[src/sbt_defs.svh]
`ifndef SBT_DEFS_SVH
`define SBT_DEFS_SVH
// IO addresses
`define SBT_ADDR_MODE    8'h06
`define SBT_ADDR_OPTION  8'h3e
`define SBT_ADDR_INTEN   8'h04
`define SBT_ADDR_INTRQ   8'h05
`define SBT_ADDR_EDGE    8'h0c
// Field positions
`define SBT_SRC_HI       7
`define SBT_SRC_LO       5
`define SBT_PRE_HI       4
`define SBT_PRE_LO       3
`define SBT_BSEL_HI      2
`define SBT_BSEL_LO      0
`define SBT_OPT_BIT      2
`define SBT_IRQ_BIT      2
`define SBT_EDGE_BIT     4
// Reset values
`define SBT_MODE_RST     8'h00
`define SBT_BIT_RST      1'b0
`endif

[src/sbt_pkg.sv]
package sbt_pkg;
  typedef enum logic [2:0] {
    SBT_SRC_OFF  = 3'b000,
    SBT_SRC_SYS  = 3'b001,
    SBT_SRC_RSV  = 3'b010,
    SBT_SRC_PIN  = 3'b011,
    SBT_SRC_FAST = 3'b100,
    SBT_SRC_XTAL = 3'b101,
    SBT_SRC_SLOW = 3'b110,
    SBT_SRC_R7   = 3'b111
  } sbt_src_e;
endpackage

[src/sbt_tick_if.sv]
`timescale 1ns/100ps
`default_nettype none
interface sbt_tick_if;
  logic       tick;
  logic       enable;
  logic       div2_set;
  logic [1:0] ratio;
  modport src (output tick, input enable, input div2_set, input ratio);
  modport snk (input tick, output enable, output div2_set, output ratio);
endinterface
`default_nettype wire

[src/sbt_prescale.sv]
`timescale 1ns/100ps
`default_nettype none
module sbt_prescale
(
  // Clock and reset
  input  wire logic  i_core_clk,
  input  wire logic  i_rstn,
  input  wire logic  i_ce,
  // Source clock edge
  input  wire logic  i_src_edge,
  // Tick carrier
  sbt_tick_if.src    tk
);
  logic [6:0] div_cnt;
  logic [6:0] limit;
  logic       wrap;

  // Ratio to terminal count
  function automatic logic [6:0] sbt_limit(input logic set2, input logic [1:0] r);
    logic [7:0] d;
    d = 8'h01 << {r, 1'b0};
    if (set2)
      d = d << 1;
    sbt_limit = 7'(d - 8'h01);
  endfunction

  assign limit = sbt_limit(tk.div2_set, tk.ratio);
  assign wrap  = (div_cnt >= limit);

  always_ff @(posedge i_core_clk or negedge i_rstn)
  begin
    if (!i_rstn)
    begin
      div_cnt <= 7'h00;
      tk.tick <= 1'b0;
    end
    else if (i_ce)
    begin
      tk.tick <= 1'b0;
      if (!tk.enable)
        div_cnt <= 7'h00;
      else if (i_src_edge)
      begin
        div_cnt <= wrap ? 7'h00 : 7'(div_cnt + 7'h01);
        tk.tick <= wrap;
      end
    end
  end

  a_tick_needs_en : assert property (@(posedge i_core_clk) disable iff (!i_rstn)
    (tk.tick && $past(i_ce)) |-> $past(tk.enable)) else $error("tick while disabled");
endmodule
`default_nettype wire

[src/sbt_timer.sv]
`timescale 1ns/100ps
`default_nettype none
`include "sbt_defs.svh"
module sbt_timer
(
  // Clock and reset
  input  wire logic        i_core_clk,
  input  wire logic        i_rstn,
  input  wire logic        i_ce,
  // IO register port
  input  wire logic [7:0]  i_io_addr,
  input  wire logic        i_io_wr,
  input  wire logic        i_io_rd,
  input  wire logic [7:0]  i_io_wdata,
  output logic      [7:0]  o_io_rdata,
  // Clock sources, asynchronous
  input  wire logic        i_port_a_pin_four,
  input  wire logic        i_internal_fast_rc_osc,
  input  wire logic        i_external_crystal_osc,
  input  wire logic        i_internal_slow_rc_osc,
  // Status
  output logic [15:0]      o_count,
  output logic             o_irq_flag,
  output logic             o_irq
);
  logic [7:0]  timer_mode_control;
  logic        opt_div2;
  logic        irq_en;
  logic        edge_fall;
  logic        irq_flag;
  logic [15:0] count;
  logic [3:0]  s1;
  logic [3:0]  s2;
  logic [3:0]  s3;
  logic        sel_bit_q;
  logic        sel_bit_vld;
  logic [7:0]  rdata;
  logic        irq_q;

  sbt_tick_if tk ();

  // ---------------------------------------------
  // Register decode
  // ---------------------------------------------
  wire logic wr_mode  = i_io_wr && (i_io_addr == `SBT_ADDR_MODE);
  wire logic wr_opt   = i_io_wr && (i_io_addr == `SBT_ADDR_OPTION);
  wire logic wr_en    = i_io_wr && (i_io_addr == `SBT_ADDR_INTEN);
  wire logic wr_rq    = i_io_wr && (i_io_addr == `SBT_ADDR_INTRQ);
  wire logic wr_edge  = i_io_wr && (i_io_addr == `SBT_ADDR_EDGE);
  wire logic [2:0] src  = timer_mode_control[`SBT_SRC_HI:`SBT_SRC_LO];
  wire logic [1:0] pre  = timer_mode_control[`SBT_PRE_HI:`SBT_PRE_LO];
  wire logic [2:0] bsel = timer_mode_control[`SBT_BSEL_HI:`SBT_BSEL_LO];

  // ---------------------------------------------
  // Source selection
  // ---------------------------------------------
  // Synchronised rising edges of asynchronous sources (s2 high while s3 still low)
  wire logic [3:0] rise = s2 & ~s3;
  wire logic sys_src  = (src == sbt_pkg::SBT_SRC_SYS);
  wire logic src_edge =
    sys_src ? 1'b1 :
    (src == sbt_pkg::SBT_SRC_PIN)  ? rise[0] :
    (src == sbt_pkg::SBT_SRC_FAST) ? rise[1] :
    (src == sbt_pkg::SBT_SRC_XTAL) ? rise[2] :
    (src == sbt_pkg::SBT_SRC_SLOW) ? rise[3] : 1'b0;
  wire logic src_on = sys_src || (src == sbt_pkg::SBT_SRC_PIN) ||
    (src == sbt_pkg::SBT_SRC_FAST) || (src == sbt_pkg::SBT_SRC_XTAL) ||
    (src == sbt_pkg::SBT_SRC_SLOW);

  assign tk.enable   = src_on;
  assign tk.div2_set = opt_div2;
  assign tk.ratio    = pre;

  sbt_prescale u_pre
  (
    .i_core_clk (i_core_clk),
    .i_rstn     (i_rstn),
    .i_ce       (i_ce),
    .i_src_edge (src_edge),
    .tk         (tk)
  );

  // ---------------------------------------------
  // Interrupt bit selection
  // ---------------------------------------------
  function automatic logic sbt_pick(input logic [15:0] c, input logic [2:0] s);
    sbt_pick = c[{1'b1, s}];
  endfunction

  wire logic sel_bit  = sbt_pick(count, bsel);
  wire logic sel_valid = (bsel != 3'h3);
  wire logic hit = sel_valid && sel_bit_vld &&
    (edge_fall ? (sel_bit_q && !sel_bit) : (!sel_bit_q && sel_bit));

  // ---------------------------------------------
  // Read mux
  // ---------------------------------------------
  always_comb
  begin
    rdata = 8'h00;
    if (i_io_addr == `SBT_ADDR_MODE)
      rdata = timer_mode_control;
    else if (i_io_addr == `SBT_ADDR_INTEN)
      rdata = {5'h00, irq_en, 2'h0};
    else if (i_io_addr == `SBT_ADDR_INTRQ)
      rdata = {5'h00, irq_flag, 2'h0};
  end

  // ---------------------------------------------
  // Registers
  // ---------------------------------------------
  always_ff @(posedge i_core_clk or negedge i_rstn)
  begin
    if (!i_rstn)
    begin
      timer_mode_control <= `SBT_MODE_RST;
      opt_div2           <= `SBT_BIT_RST;
      irq_en             <= `SBT_BIT_RST;
      edge_fall          <= `SBT_BIT_RST;
      s1                 <= 4'h0;
      s2                 <= 4'h0;
      s3                 <= 4'h0;
    end
    else if (i_ce)
    begin
      s1 <= {i_internal_slow_rc_osc, i_external_crystal_osc,
             i_internal_fast_rc_osc, i_port_a_pin_four};
      s2 <= s1;
      s3 <= s2;
      if (wr_mode)
        timer_mode_control <= i_io_wdata;
      if (wr_opt)
        opt_div2 <= i_io_wdata[`SBT_OPT_BIT];
      if (wr_en)
        irq_en <= i_io_wdata[`SBT_IRQ_BIT];
      if (wr_edge)
        edge_fall <= i_io_wdata[`SBT_EDGE_BIT];
    end
  end

  always_ff @(posedge i_core_clk or negedge i_rstn)
  begin
    if (!i_rstn)
    begin
      count       <= 16'h0000;
      sel_bit_q   <= 1'b0;
      sel_bit_vld <= 1'b0;
      irq_flag    <= 1'b0;
      irq_q       <= 1'b0;
      o_io_rdata  <= 8'h00;
    end
    else if (i_ce)
    begin
      if (tk.tick)
        count <= 16'(count + 16'h0001);
      sel_bit_q   <= sel_bit;
      sel_bit_vld <= !wr_mode;
      if (hit)
        irq_flag <= 1'b1;
      else if (wr_rq && !i_io_wdata[`SBT_IRQ_BIT])
        irq_flag <= 1'b0;
      irq_q <= (hit || irq_flag) && irq_en;
      if (i_io_rd)
        o_io_rdata <= rdata;
    end
  end

  assign o_count    = count;
  assign o_irq_flag = irq_flag;
  assign o_irq      = irq_q;

  // ---------------------------------------------
  // Checks
  // ---------------------------------------------
  a_off_no_count : assert property (@(posedge i_core_clk) disable iff (!i_rstn)
    (i_ce && $past(i_ce) && !src_on && !$past(src_on)) |=> $stable(count))
    else $error("counts while off");
  a_count_step : assert property (@(posedge i_core_clk) disable iff (!i_rstn)
    (i_ce && tk.tick) |=> (count == 16'($past(count) + 16'h0001))) else $error("bad step");
  a_sys_tick : assert property (@(posedge i_core_clk) disable iff (!i_rstn)
    (i_ce && sys_src && !opt_div2 && pre == 2'b00 && $past(sys_src) && $past(i_ce) &&
     !$past(opt_div2) && $past(pre) == 2'b00)
    |-> tk.tick) else $error("sysclk /1 missing tick");
  a_flag_set : assert property (@(posedge i_core_clk) disable iff (!i_rstn)
    (i_ce && hit) |=> irq_flag) else $error("event lost");
  a_irq_gate : assert property (@(posedge i_core_clk) disable iff (!i_rstn)
    (i_ce && !irq_en) |=> !o_irq) else $error("irq while masked");
  a_irq_on : assert property (@(posedge i_core_clk) disable iff (!i_rstn)
    (i_ce && irq_en && irq_flag) |=> o_irq) else $error("irq missing");
  a_edge_dir : assert property (@(posedge i_core_clk) disable iff (!i_rstn)
    hit |-> (sel_bit == !edge_fall)) else $error("wrong edge");
  a_code3_none : assert property (@(posedge i_core_clk) disable iff (!i_rstn)
    (bsel == 3'h3) |-> !hit) else $error("code 3 raised event");
  a_ce_freeze : assert property (@(posedge i_core_clk) disable iff (!i_rstn)
    !i_ce |=> $stable(count)) else $error("counts while frozen");
  a_flag_clear : assert property (@(posedge i_core_clk) disable iff (!i_rstn)
    (i_ce && wr_rq && !i_io_wdata[`SBT_IRQ_BIT] && !hit) |=> !irq_flag)
    else $error("flag not cleared");
  a_flag_hold : assert property (@(posedge i_core_clk) disable iff (!i_rstn)
    (irq_flag && !(i_ce && wr_rq && !i_io_wdata[`SBT_IRQ_BIT])) |=> irq_flag)
    else $error("flag dropped");
  a_mode_write : assert property (@(posedge i_core_clk) disable iff (!i_rstn)
    (i_ce && wr_mode) |=> (timer_mode_control == $past(i_io_wdata)))
    else $error("mode write lost");
  a_opt_write : assert property (@(posedge i_core_clk) disable iff (!i_rstn)
    (i_ce && wr_opt) |=> (opt_div2 == $past(i_io_wdata[`SBT_OPT_BIT])))
    else $error("option write lost");
  a_en_write : assert property (@(posedge i_core_clk) disable iff (!i_rstn)
    (i_ce && wr_en) |=> (irq_en == $past(i_io_wdata[`SBT_IRQ_BIT])))
    else $error("enable write lost");
  a_edge_write : assert property (@(posedge i_core_clk) disable iff (!i_rstn)
    (i_ce && wr_edge) |=> (edge_fall == $past(i_io_wdata[`SBT_EDGE_BIT])))
    else $error("edge write lost");
endmodule
`default_nettype wire

[config.mk]
export PLATFORM = sky130hd
export DESIGN_NAME = sbt_timer
export DESIGN_NICKNAME = d
export VERILOG_FILES = /design/src/sbt_pkg.sv /design/src/sbt_tick_if.sv /design/src/sbt_prescale.sv /design/src/sbt_timer.sv
export VERILOG_INCLUDE_DIRS = /design/src /design/src/src
export SDC_FILE = /design/constraint.sdc
export NUM_CORES = 1
export LEC_CHECK = 0
export BUFFER_PORTS_ARGS = -buffer_cell sky130_fd_sc_hd__buf_2
export CORE_MARGIN = 8
export CORE_UTILIZATION = 35
export DETAILED_ROUTE_END_ITERATION = 7
export SLEW_MARGIN = 20
export SYNTH_ARGS = -nofsm -noshare
export SYNTH_HDL_FRONTEND = slang
export SYNTH_SLANG_ARGS = --single-unit
export TNS_END_PERCENT = 10
[constraint.sdc]
create_clock -name i_core_clk -period 3.2 [get_ports i_core_clk]
set_clock_uncertainty 0.05 [all_clocks]
set_input_delay 0.16 -clock i_core_clk [delete_from_list [all_inputs] [get_ports i_core_clk]]
set_output_delay 0.16 -clock i_core_clk [all_outputs]
set_load 0.05 [all_outputs]
# Yosys cells after proc, flatten, opt, wreduce, memory -nomap -nowiden
# Cells that the tools add are included.
[totals]
inputBits = 25
out_inout_bits = 26
ff_bits = 59
word_cells = 83
[op_classes]
n_reduce_logical = 29
n_addsub = 3
muxes = 19
n_eq_ne = 12
bitwise_logic = 2
shift = 1
order_cmp = 2
[op_table]
columns = ["op", "count"]
rows = [
  ["$mux 7", 4],
  ["$eq 8x3->1 const B", 3],
  ["$add 16x1->16 const B", 1],
  ["$reduce_and 2->1", 8],
  ["$logic_and 1x1->1", 11],
  ["$mux 1", 11],
  ["$eq 3x3->1 const B", 3],
  ["$eq 8x4->1 const B", 1],
  ["$eq 8x6->1 const B", 1],
  ["$mux 8", 1],
  ["$add 7x1->7 const B", 1],
  ["$ge 7x7->1", 1],
  ["$shl 1x3->7 const A", 1],
  ["$sub 7x1->7 const B", 1],
  ["$mux 3", 2],
  ["$logic_or 1x1->1", 5],
  ["$lt 4x5->1 const B", 1],
  ["$and 4x4->4", 1],
  ["$logic_not 1->1", 4],
  ["$not 4->4", 1],
  ["$bmux 1 s3", 1],
  ["$eq 3x1->1 const B", 1],
  ["$eq 3x2->1 const B", 1],
  ["$ne 3x2->1 const B", 1],
  ["2 further kinds", 2],
]

# Longest topological paths before layout
# Gate-level depths: netlist (run 1).
[logic_depth]
depth_word = 9
ltp_mapped = 9
mapped_depth_nobuf = 8

# Cells and area by module
# A second synthesis (run 1) with hierarchy kept.
[hier_totals]
hier_cells = 254
hier_area_um2 = 2920.3
[by_module_without_submodules]
columns = ["mod", "area_per_inst_um2", "cells_per_inst", "seq_area_each_um2", "instances"]
rows = [
  ["sbt_timer", 2245.9, 180, 1276.2, 1],
  ["sbt_prescale", 674.4, 74, 200.2, 1],
]

# Least setup slack after synthesis (run 1)
# OpenSTA, ideal clock, no wires.
[synth_timing]
path_kind = "register -> register"
from = "register timer_mode_control[4]"
to = "register u_pre.div_cnt[5]"
period_less_slack_ns = 2.389
stages_incl_launch_ff = 10
n_path_buf = 1
setup_time_ns = 0.121
required_time_ns = 3.029
slack_ns = 0.811
t_arrival_ns = 2.218
path_cell_list = "dfrtp_1 > clkbuf_1 > or3_1 > ha_1 > nand2b_1 > a211oi_1 > o31ai_2 > nor2_1 > a21o_1 > a22o_1"
[synth_via]
elab_chain_len = 7
[synth_rtl]
columns = ["element", "line_no", "rtl"]
rows = [
  ["start, declared", "sbt_timer.sv:26", "logic [7:0] timer_mode_control;"],
  ["start signal, assigned", "sbt_timer.sv:116", "timer_mode_control <= `SBT_MODE_RST;"],
  ["start signal, assigned", "sbt_timer.sv:131", "timer_mode_control <= i_io_wdata;"],
  ["$shl 1x3->7", "sbt_prescale.sv:21", "d = 8'h01 << {r, 1'b0};"],
  ["$mux 7", "sbt_prescale.sv:22", "if (set2)"],
  ["$sub 7x1->7", "sbt_prescale.sv:24", "sbt_limit = 7'(d - 8'h01);"],
  ["$ge 7x7->1", "sbt_prescale.sv:28", "assign wrap = (div_cnt >= limit);"],
  ["$mux 7", "sbt_prescale.sv:44", "div_cnt <= wrap ? 7'h00 : 7'(div_cnt + 7'h01);"],
  ["$mux 7", "sbt_prescale.sv:42", "else if (i_src_edge)"],
  ["$mux 7", "sbt_prescale.sv:40", "if (!tk.enable)"],
  ["end signal, assigned", "sbt_prescale.sv:44", ""],
  ["end, declared", "sbt_prescale.sv:14", "logic [6:0] div_cnt;"],
]
# Every way passes these cells. The select of a mux whose other input is x is not followed.
# A chain may end at the register's enable or synchronous reset.

# Final worst setup path (run 1)
# Same ends and word-level chain as after synthesis.

==> results of run 1 <==
[routing by layer]
metal	part of all wire, %	vias up
met3	6.5	6
met2	41	50
li1	-	1042
met4	1.5	0
met5	0	-
met1	51	974
[sequential cells by signal, summed over array words and instances, names as in the netlist]
register            flops
edge_fall               1
irq_en                  1
o_count                16
o_io_rdata              8
o_irq                   1
o_irq_flag              1
opt_div2                1
s1                      4
s2                      4
s3                      4
sel_bit_q               1
sel_bit_vld             1
timer_mode_control      8
u_pre.div_cnt           7
u_pre.tk.tick           1
[metrics by stage]
step | utilization, % | hold slack [ns] | cells
2_1_floorplan | - | -0.1856 | 253
3_3_place_gp | 40.01 | 0.2543 | 404
3_5_place_dp | 40.01 | 0.2493 | 404
4_1_cts | 42.89 | 0.0007193 | 426
5_1_grt | 42.89 | 0.0004553 | 426
6_report | 42.89 | 0.01779 | 426
[repair_timing]
item	4_1_cts	5_1_grt
setup buffers	0	0
hold buffers	6	0
endpoints found under the hold margin	40	0
resized for setup	0	0
[cells in the mapped netlist (all sizes together) (3+ instances only)]
cell type	n	area share [%]
a22o	9	2.7
a31oi	4	0.87
and3	5	1.1
clkbuf	4	0.52
dfrtp	59	51
ha	9	3.9
inv	11	1.4
mux2	24	10
mux2i	5	1.7
nand2	22	2.9
nand3	14	2.6
nand4	6	1.3
nor2	16	2.1
nor2b	4	0.87
nor3	6	1.6
nor4	3	0.87
o21a	4	1.0
o21ai	12	2.2
xnor2	10	3.0
xor2	5	1.5
[worst min-delay path by stage]
stage / from / to / slack, ns / cells after the start
floorplan: i_rstn / edge_fall / -0.19 / 0
global placement: i_rstn / s3[1] / 0.25 / 1
detailed placement: i_rstn / o_io_rdata[5] / 0.25 / 1
CTS: i_io_wdata[5] / timer_mode_control[5] / 0.0007 / 2
global route: i_internal_slow_rc_osc / s1[3] / 0.0005 / 2
finish: i_internal_fast_rc_osc / s1[1] / 0.02 / 2
[cells in the final DEF (no fill, tap or decap), types with 3 or more instances in the layout]
| cell | n |
|---|---|
| sky130_fd_sc_hd__ha_1 | 9 |
| sky130_fd_sc_hd__mux2i_1 | 5 |
| sky130_fd_sc_hd__nand4_1 | 6 |
| sky130_fd_sc_hd__mux2_2 | 16 |
| sky130_fd_sc_hd__nor3_1 | 4 |
| sky130_fd_sc_hd__dlygate4sd3_1 | 6 |
| sky130_fd_sc_hd__nor2b_1 | 4 |
| sky130_fd_sc_hd__a31oi_1 | 4 |
| sky130_fd_sc_hd__nand2_1 | 22 |
| sky130_fd_sc_hd__nor2_1 | 16 |
| sky130_fd_sc_hd__clkbuf_1 | 3 |
| sky130_fd_sc_hd__xnor2_1 | 10 |
| sky130_fd_sc_hd__clkbuf_8 | 11 |
| sky130_fd_sc_hd__dfrtp_1 | 59 |
| sky130_fd_sc_hd__xor2_1 | 5 |
| sky130_fd_sc_hd__buf_2 | 50 |
| sky130_fd_sc_hd__a22o_1 | 9 |
| sky130_fd_sc_hd__nand3_1 | 13 |
| sky130_fd_sc_hd__mux2_4 | 8 |
| sky130_fd_sc_hd__o21a_1 | 4 |
| sky130_fd_sc_hd__inv_1 | 11 |
| sky130_fd_sc_hd__and3_1 | 5 |
| sky130_fd_sc_hd__o21ai_0 | 10 |
[where the power goes]
part	total (W)	leakage, nW	internal [W]	switching [W]
Combinational	0.000207	0.828	0.0000770	0.000130
Sequential	0.000824	0.787	0.000789	0.0000357
Clock	0.000589	0.0905	0.000321	0.000268
Total	0.00162	1.70	0.00119	0.000433
[cell type report]
cell class / instances / share of cell area (%)
inverters: 11 / 1.190
multi-input cells: 177 / 38.14
clock buffers: 14 / 4.686
clock inverters: 2 / 0.2884
well taps: 105 / 3.785
repair buffers: 58 / 9.373
flip-flops and latches: 59 / 42.54
[cells by family after synthesis]
kind of cell / Yosys count
flops: 59
buf+inv: 17
mux: 29
compound gates: 41
fa+ha+maj: 9
simple gates: 83
xor+xnor: 15
[worst max-delay path, delay by kind of cell (launching register included)]
family / cells / cell delay (ns)
AO/OA/AOI/OAI: 4 / 1.00
AND/OR/NAND/NOR: 3 / 0.68
adder cells (fa/ha/maj): 1 / 0.27
flip-flops: 1 / 0.46
==> flow_summary.ini, run 1 <==
[route]
detail_route.wirelength_mm = 6.259
route.detailed.vias_per_inst = 4.864
dr.pass1.iters = 4
vias = 2072
avgRoutedWirePerCell_um = 14.69
postRouteAntennaNets = 0
detail_route.iter0.violations = 126
post-route-drc-count = 0

[synth]
main_combinational_cell_family_by_area_after_synthesis = simple AND/OR/NAND/NOR gates
synth_sequential_area_ratio_pct = 51.39
synth_compound_gate_area_share_pct = 10.24
synth.area.mux_share_pct = 12.20
synth_xor_xnor_area_share_pct = 4.573
synth_adder_area_share_pct = 3.920
synth.lib_cells_used.distinct = 44
synth_cells = 253
post_synth_and_or_nand_nor_area_fraction_pct = 15.16
synth_edf_count = 0
yosys_register_bits = 59
synth-warning-count = 0
synth_async_sr_flop_share_pct = 100.0
netlist_area_um2 = 2873
dominantRegCellSynth = sky130_fd_sc_hd__dfrtp_1
synth_nets = 287
syn_area_per_cell_um2 = 11.35

[clock_network]
worstSkewPairLatency_ns = 0.33
tritoncts_num_sinks = 59
tritoncts = built
maximum_clock_path_buffer_count = 2
htree_num_levels = 3
cts_root_buffer = sky130_fd_sc_hd__clkbuf_8
clk_pin_slew_ns = 0.06
number_of_clock_buffers_inserted_by_tritoncts = 9

[timing]
min_period_over_period_pct = 80.61
fmax_ghz = 0.3877
worst_slew_pin_slew_ns = 0.8000
hold_viol = 0
timing.final.setup_violations = 0
relSlewSlack_pct = 46.67
min_period_ns = 2.580
timing.setup.tns_ns = 0
final.setup.worst_slack_ns = 0.6205
grt_setup_unrepaired = false
timing.final.max_slew_violations = 0

[critical_path]
worst_path_cell_chain = or3_1 -> ha_1 -> nand2b_1 -> a211oi_1 -> o31ai_2 -> nor2_1 -> a21o_1 -> a22o_1
kind_of_capture_point_of_the_worst_setup_path = flop
cp_slowest_stage_delay_ns = 0.50
r2r_cells = 8
r2r_startpoint = timer_mode_control[4]
criticalPathCategory = flop to flop
timing.critical_path.to = u_pre.div_cnt[5]
crit_path_top_delay_cell = sky130_fd_sc_hd__o31ai_2
crit_path_from = timer_mode_control[4]
cp.required_ns = 3.37
path_max_fanout = 9
worst_ep_arrival_time_ns = 2.74
r2r_end = u_pre.div_cnt[5]
cp_startpoint_kind = flop
timing.reg2reg.setup_slack_ns = 0.62

[run]
drv_cap = 0

[final_layout]
n_antenna_cell = 0
n_fill_cell = 828
area.growth.synth_to_final_pct = 20.82
layout-drive-gt1-share_pct = 30.22
number_of_nets_in_the_layout = 350
final_cell_area_um2 = 3471
multiInputGateArea_um2 = 1324
register_area_um2 = 1476

[power_and_ir_drop]
areal_power_density_over_the_cells_nw_per_um2 = 466.7
sum_of_internal_switching_and_leakage_power_w = 0.001620
leakage_nw = 1.705
peak_supply_drop_v = 0.0003058

[grt]
grt_first_pass_wirelength_mm = 10.80
use_met2_pct = 16.65
grt_remaining_overflow = 0
largest_net_degree_at_the_start_of_global_routing = 37
grt.total_usage_pct = 11.88
grt_antenna_before_repair = 0
grt-busiest-layer = met2
globalRouteMet3Util_pct = 4.499
grt_util_met1_pct = 15.92
vias_in_the_first_global_route = 2168

[die]
die-width_um = 106.6
std_cell_rows = 33
coreArea_um2 = 8093
initial_utilization_pct = 35.50
ios = 51
floorplan.die.height_um = 106.6
die-area_um2 = 11360

[place]
gp_congestion = 0.7820
dp_hpwl_mm = 4.613
post_placement_worst_setup_slack_ns = 0.6411
area_of_placed_instances_um2 = 3238
portBuffers = 50

[run_status]
outcome = complete, no violations

[min_path]
class_of_the_most_critical_hold_timing_path = input pin to flop
(Power assumes the default switching activity.)
==> inputs of run 2 (changes only) <==
- clock period: 3.2 -> 2.5 ns (I/O delays scaled with it)
==> flow_summary.ini, run 2 (synthesis gave the netlist of run 1 again) <==
[timing]
min_period_ns = 2.258
timing.final.setup_violations = 0
timing.setup.tns_ns = 0
fmax_ghz = 0.4429
timing.final.max_slew_violations = 0
hold_viol = 0
worst_slew_pin_slew_ns = 0.9521
hold_ws_ns = 0.02103
grt_setup_unrepaired = false
relSlewSlack_pct = 36.53
min_period_over_period_pct = 90.31

[final_layout]
post-route-util_pct = 43.74
number_of_nets_in_the_layout = 359
largest_register_ffs = 16
final_cell_mix = 59 x sky130_fd_sc_hd__dfrtp_1, 50 x sky130_fd_sc_hd__buf_2, 22 x sky130_fd_sc_hd__nand2_1, 16 x sky130_fd_sc_hd__mux2_2, 15 x sky130_fd_sc_hd__nor2_1
final_cell_area_um2 = 3540
mostFrequentLayoutCell = sky130_fd_sc_hd__dfrtp_1
layout-drive-gt1-share_pct = 30.77
n_antenna_cell = 0
area.growth.synth_to_final_pct = 23.21

[power_and_ir_drop]
areal_power_density_over_the_cells_nw_per_um2 = 569.7
peak_supply_drop_v = 0.0003605
leakage_nw = 1.735
sum_of_internal_switching_and_leakage_power_w = 0.002017

[critical_path]
criticalPathCategory = flop to flop
cp_startpoint_kind = flop
path_max_fanout = 6
kind_of_capture_point_of_the_worst_setup_path = flop
cp.required_ns = 2.66
worst_ep_arrival_time_ns = 2.42

[route]
dr.pass1.iters = 4
detail_route.iter0.violations = 94
vias = 2141
detail_route.wirelength_mm = 6.337
postRouteAntennaNets = 0
post-route-drc-count = 0
avgRoutedWirePerCell_um = 14.74
route.detailed.vias_per_inst = 4.979

[die]
ios = 51
die-area_um2 = 11360
die-width_um = 106.6
coreArea_um2 = 8093
std_cell_rows = 33
initial_utilization_pct = 35.50
floorplan.die.height_um = 106.6

[clock_network]
tritoncts_num_sinks = 59
number_of_clock_buffers_inserted_by_tritoncts = 9
tritoncts = built
worstSkewPairLatency_ns = 0.33
htree_num_levels = 3
cts_root_buffer = sky130_fd_sc_hd__clkbuf_8
cts_setup_buffers = 0
maximum_clock_path_buffer_count = 2
clk_pin_slew_ns = 0.06

[run]
drv_cap = 0

[grt]
grt.total_usage_pct = 12.03
largest_net_degree_at_the_start_of_global_routing = 42
grt_first_pass_wirelength_mm = 11.03
vias_in_the_first_global_route = 2261
grt_remaining_overflow = 0
grt_antenna_before_repair = 0

[place]
dp_hpwl_mm = 4.647
area_of_placed_instances_um2 = 3261
gp_congestion = 0.7970
portBuffers = 50

[min_path]
class_of_the_most_critical_hold_timing_path = input pin to flop

[run_status]
outcome = complete, no violations
-- run 2: path summary, 6_finish.rpt --
path	start	endpoint	slack (ns)	cells after the start
worst max-delay path	timer_mode_control[4]	u_pre.div_cnt[5]	0.24	8
worst min-delay path	i_io_wdata[2]	timer_mode_control[2]	0.02	2
worst max register to register	timer_mode_control[4]	u_pre.div_cnt[5]	0.24	8
worst min register to register	o_io_rdata[2]	o_io_rdata[2]	0.43	2
max in group asynchronous	i_rstn	s2[1]	1.27	3
min in group asynchronous	i_rstn	timer_mode_control[7]	0.43	2
-- run 2: per-layer routing --
| metal | vias to the layer above | GRT usage (%) | part of all wire [%] |
|---|---|---|---|
| met5 | - | 0 | 0 |
| met4 | 0 | 4.523 | 1.2 |
| met3 | 7 | 4.799 | 7.4 |
| met2 | 51 | 17.05 | 42 |
| met1 | 1030 | 16.07 | 49 |
| li1 | 1053 | - | - |
-- run 2: timing repair --
item / CTS / global route
setup endpoints to repair: 0 / 2
resized for setup: 0 / 3
hold endpoints to repair: 50 / 0
hold buffers: 12 / 0
-- run 2: report_power, final --
part / internal [W] / switching (W)
combinational: 0.000108 / 0.000172
sequential: 0.00101 / 0.0000435
clock: 0.000356 / 0.000327
total: 0.00147 / 0.000542
-- run 2: critical path: stages (launching register included) --
cell and delay [ns]:
sky130_fd_sc_hd__dfrtp_1 0.37, sky130_fd_sc_hd__or3_1 0.37, sky130_fd_sc_hd__ha_1 0.28, sky130_fd_sc_hd__nand2b_1 0.11, sky130_fd_sc_hd__a211oi_2 0.09, sky130_fd_sc_hd__o31ai_4 0.37, sky130_fd_sc_hd__nor2_2 0.10, sky130_fd_sc_hd__a21o_1 0.18
sky130_fd_sc_hd__a22o_1 0.22
-- run 2: metrics by stage --
stage	setup WS (ns)	instances
after floorplan	0.1110	253
after global placement	0.1225	407
after detailed placement	0.06798	407
after CTS	0.06610	430
after global routing	0.09948	430
final	0.2422	430
-- run 2: layout make-up --
cell class | instances | area (um2)
clock inverters | 1 | 5.005
inverters | 11 | 41.29
repair buffers | 67 | 407.9
fillers | 821 | 4553
well taps | 105 | 131.4
multi-input cells | 177 | 1340
flip-flops and latches | 59 | 1476
clock buffers | 10 | 137.6
==> inputs of run 3 (changes only) <==
- ABC_AREA: unset -> 1
- CAP_MARGIN: unset -> 20
==> flow_summary.ini, run 3 <==
[route]
met3_wirelength_um = 367
detail_route.wirelength_mm = 6.745
route.detailed.vias_per_inst = 4.631
postRouteAntennaNets = 0
top_layer_used = met4
avgRoutedWirePerCell_um = 12.82
dr.pass1.iters = 4
routed_length_on_met2_mm = 2.966
vias = 2436
post-route-drc-count = 0
drt-met1-wl_mm = 3.337
detail_route.iter0.violations = 87

[place]
gp_congestion = 0.8277
post-place-cells = 498
dp_hpwl_mm = 5.012
post_placement_worst_setup_slack_ns = 0.6238
portBuffers = 50

[timing]
min_period_over_period_pct = 74.12
fmax_ghz = 0.5397
hold_viol = 0
final.setup.worst_slack_ns = 0.6470
min_period_ns = 1.853
worst_slew_pin_slew_ns = 0.7407
timing.setup.tns_ns = 0
timing.final.max_slew_violations = 0
grt_setup_unrepaired = false
relSlewSlack_pct = 50.62
timing.final.setup_violations = 0

[synth]
main_combinational_cell_family_by_area_after_synthesis = simple AND/OR/NAND/NOR gates
dominantRegCellSynth = sky130_fd_sc_hd__dfrtp_1
syn_area_per_cell_um2 = 8.802
yosys.area.top_type = sky130_fd_sc_hd__dfrtp_1
synth_cells = 343
post_synth_and_or_nand_nor_area_fraction_pct = 24.70
synth_nets = 377
synth_async_sr_flop_share_pct = 100.0
synth_edf_count = 0
ys_top_cells_by_area = sky130_fd_sc_hd__dfrtp_1 49%, sky130_fd_sc_hd__nand2_1 11%, sky130_fd_sc_hd__inv_1 5.5%, sky130_fd_sc_hd__nand3_1 4.1%, sky130_fd_sc_hd__xor2_1 3.8%
yosys_register_bits = 59
synth_common_cells = 89 x sky130_fd_sc_hd__nand2_1, 59 x sky130_fd_sc_hd__dfrtp_1, 44 x sky130_fd_sc_hd__inv_1
synth_adder_area_share_pct = 3.730
synth.lib_cells_used.distinct = 33
yosysMostFrequentCell = sky130_fd_sc_hd__nand2_1
synth_compound_gate_area_share_pct = 6.838
netlist_area_um2 = 3019
synthDominantCellAreaShare_pct = 48.90
synth_xor_xnor_area_share_pct = 5.512
synth_sequential_area_ratio_pct = 48.90
synth.area.mux_share_pct = 4.020
synth-warning-count = 0

[clock_network]
cts_stage_hold_buffer_count = 11
cts-resized-gates = 0
cts_root_buffer = sky130_fd_sc_hd__clkbuf_8
worstSkewPairLatency_ns = 0.34
clk_pin_slew_ns = 0.07
cts_setup_buffers = 0
htree_num_levels = 3
number_of_clock_buffers_inserted_by_tritoncts = 9
tritoncts_num_sinks = 59
maximum_clock_path_buffer_count = 2
tritoncts = built

[critical_path]
crit_path_top_delay_cell = sky130_fd_sc_hd__dfrtp_1
path_max_fanout = 7
criticalPathCategory = flop to flop
worst-path-buf-inv = 0
cp_slowest_stage_delay_ns = 0.43
worst_ep_arrival_time_ns = 2.06
worst_path_cell_chain = nor2_1 -> nand2_1 -> ha_1 -> nand2_1 -> nor2_1 -> nand4_1 -> nand3b_1 -> nand3_1 -> o21ai_0
kind_of_capture_point_of_the_worst_setup_path = flop
cp_startpoint_kind = flop
cp.required_ns = 2.70
crit_family = simple AND/OR/NAND/NOR gates

[power_and_ir_drop]
areal_power_density_over_the_cells_nw_per_um2 = 554.2
peak_supply_drop_v = 0.0003171
leakage_nw = 1.908
sum_of_internal_switching_and_leakage_power_w = 0.002055

[die]
die-area_um2 = 11850
std_cell_rows = 34
ios = 51
coreArea_um2 = 8551
floorplan.die.height_um = 108.9
die-width_um = 108.9
initial_utilization_pct = 35.31

[run]
drv_cap = 0

[final_layout]
stdcell_count = 526
n_antenna_cell = 0
layout-drive-gt1-share_pct = 22.73
final_cell_mix = 89 x sky130_fd_sc_hd__nand2_1, 59 x sky130_fd_sc_hd__dfrtp_1, 50 x sky130_fd_sc_hd__buf_2, 44 x sky130_fd_sc_hd__inv_1, 25 x sky130_fd_sc_hd__nand3_1
number_of_nets_in_the_layout = 447
mostFrequentLayoutCell = sky130_fd_sc_hd__nand2_1
area.growth.synth_to_final_pct = 22.79
largest_register_ffs = 16

[grt]
largest_net_degree_at_the_start_of_global_routing = 34
vias_in_the_first_global_route = 2399
grt.total_usage_pct = 12.25
grt_first_pass_wirelength_mm = 11.55
grt_antenna_before_repair = 0
grt_remaining_overflow = 0

[run_status]
outcome = complete, no violations

[min_path]
class_of_the_most_critical_hold_timing_path = input pin to flop
-- run 3: changes by cell type after synthesis, moves of 5 or more --
| cell | previous run | this run |
|---|---|---|
| sky130_fd_sc_hd__o21ai_0 | 10 | 17 |
| sky130_fd_sc_hd__mux2_4 | 8 | 0 |
| sky130_fd_sc_hd__nand2_1 | 22 | 89 |
| sky130_fd_sc_hd__a22o_1 | 9 | 0 |
| sky130_fd_sc_hd__inv_1 | 11 | 44 |
| sky130_fd_sc_hd__nand3_1 | 13 | 25 |
| sky130_fd_sc_hd__mux2_2 | 16 | 9 |
| sky130_fd_sc_hd__and3_1 | 5 | 0 |
| sky130_fd_sc_hd__o31ai_1 | 1 | 6 |
| sky130_fd_sc_hd__xor2_1 | 5 | 13 |
-- run 3: report_power, final --
group          internal [W]  leakage [nW]  total [W]  switching, W
clock              0.000456        0.0950   0.000858      0.000402
sequential         0.000987         0.777    0.00101     0.0000227
combinational     0.0000660          1.04   0.000186      0.000120
-- run 3: through the flow --
stage	util (%)	area, um2	hold WS, ns
after floorplan	-	3019	-0.2206
after global placement	39.70	3395	0.1758
after detailed placement	39.70	3395	0.1919
after CTS	43.24	3697	0.001382
after global routing	43.36	3707	0.03574
final	43.36	3707	0.02587
-- run 3: final cells by class --
class                      count  area (um2)
clock buffer                   9       123.9
sequential                    59        1476
tap                          108       135.1
inverter                      44       165.2
fill                         841        4843
clock inverter                 7       68.82
timing repair buffer          64       385.4
multi-input combinational    235        1353
-- run 3: tightest hold or removal path, cell delays in order --
cell and delay [ns]:
sky130_fd_sc_hd__buf_2 0.13, sky130_fd_sc_hd__mux2i_1 0.08, sky130_fd_sc_hd__inv_1 0.05
-- run 3: kinds of logic after synthesis --
family,after synthesis
DFF,59
buffers and inverters,49
and+or+nand+nor,160
adders and majority gates,9
muxes,11
AOI/OAI and AO/OA,36
xor gates and xnor gates,19
-- run 3: path summary, 6_finish.rpt --
| check | from | endpoint | slack, ns | depth (start not counted) |
|---|---|---|---|---|
| hold reg to reg | s1[3] | s1[3] | 0.42 | 2 |
| max in group asynchronous | i_rstn | s2[1] | 1.36 | 3 |
| hold / removal | i_io_wdata[2] | irq_en | 0.03 | 3 |
| min in group asynchronous | i_rstn | o_count[3] | 0.34 | 2 |
| setup reg to reg | timer_mode_control[4] | u_pre.tk.tick | 0.65 | 9 |
| setup / recovery | timer_mode_control[4] | u_pre.tk.tick | 0.65 | 9 |
-- run 3: metal layers --
metal  vias up  track usage [%]
met4         0            4.692
met5         -                0
met1      1131            16.44
met3         4            3.960
met2        47            17.89
li1       1254                -
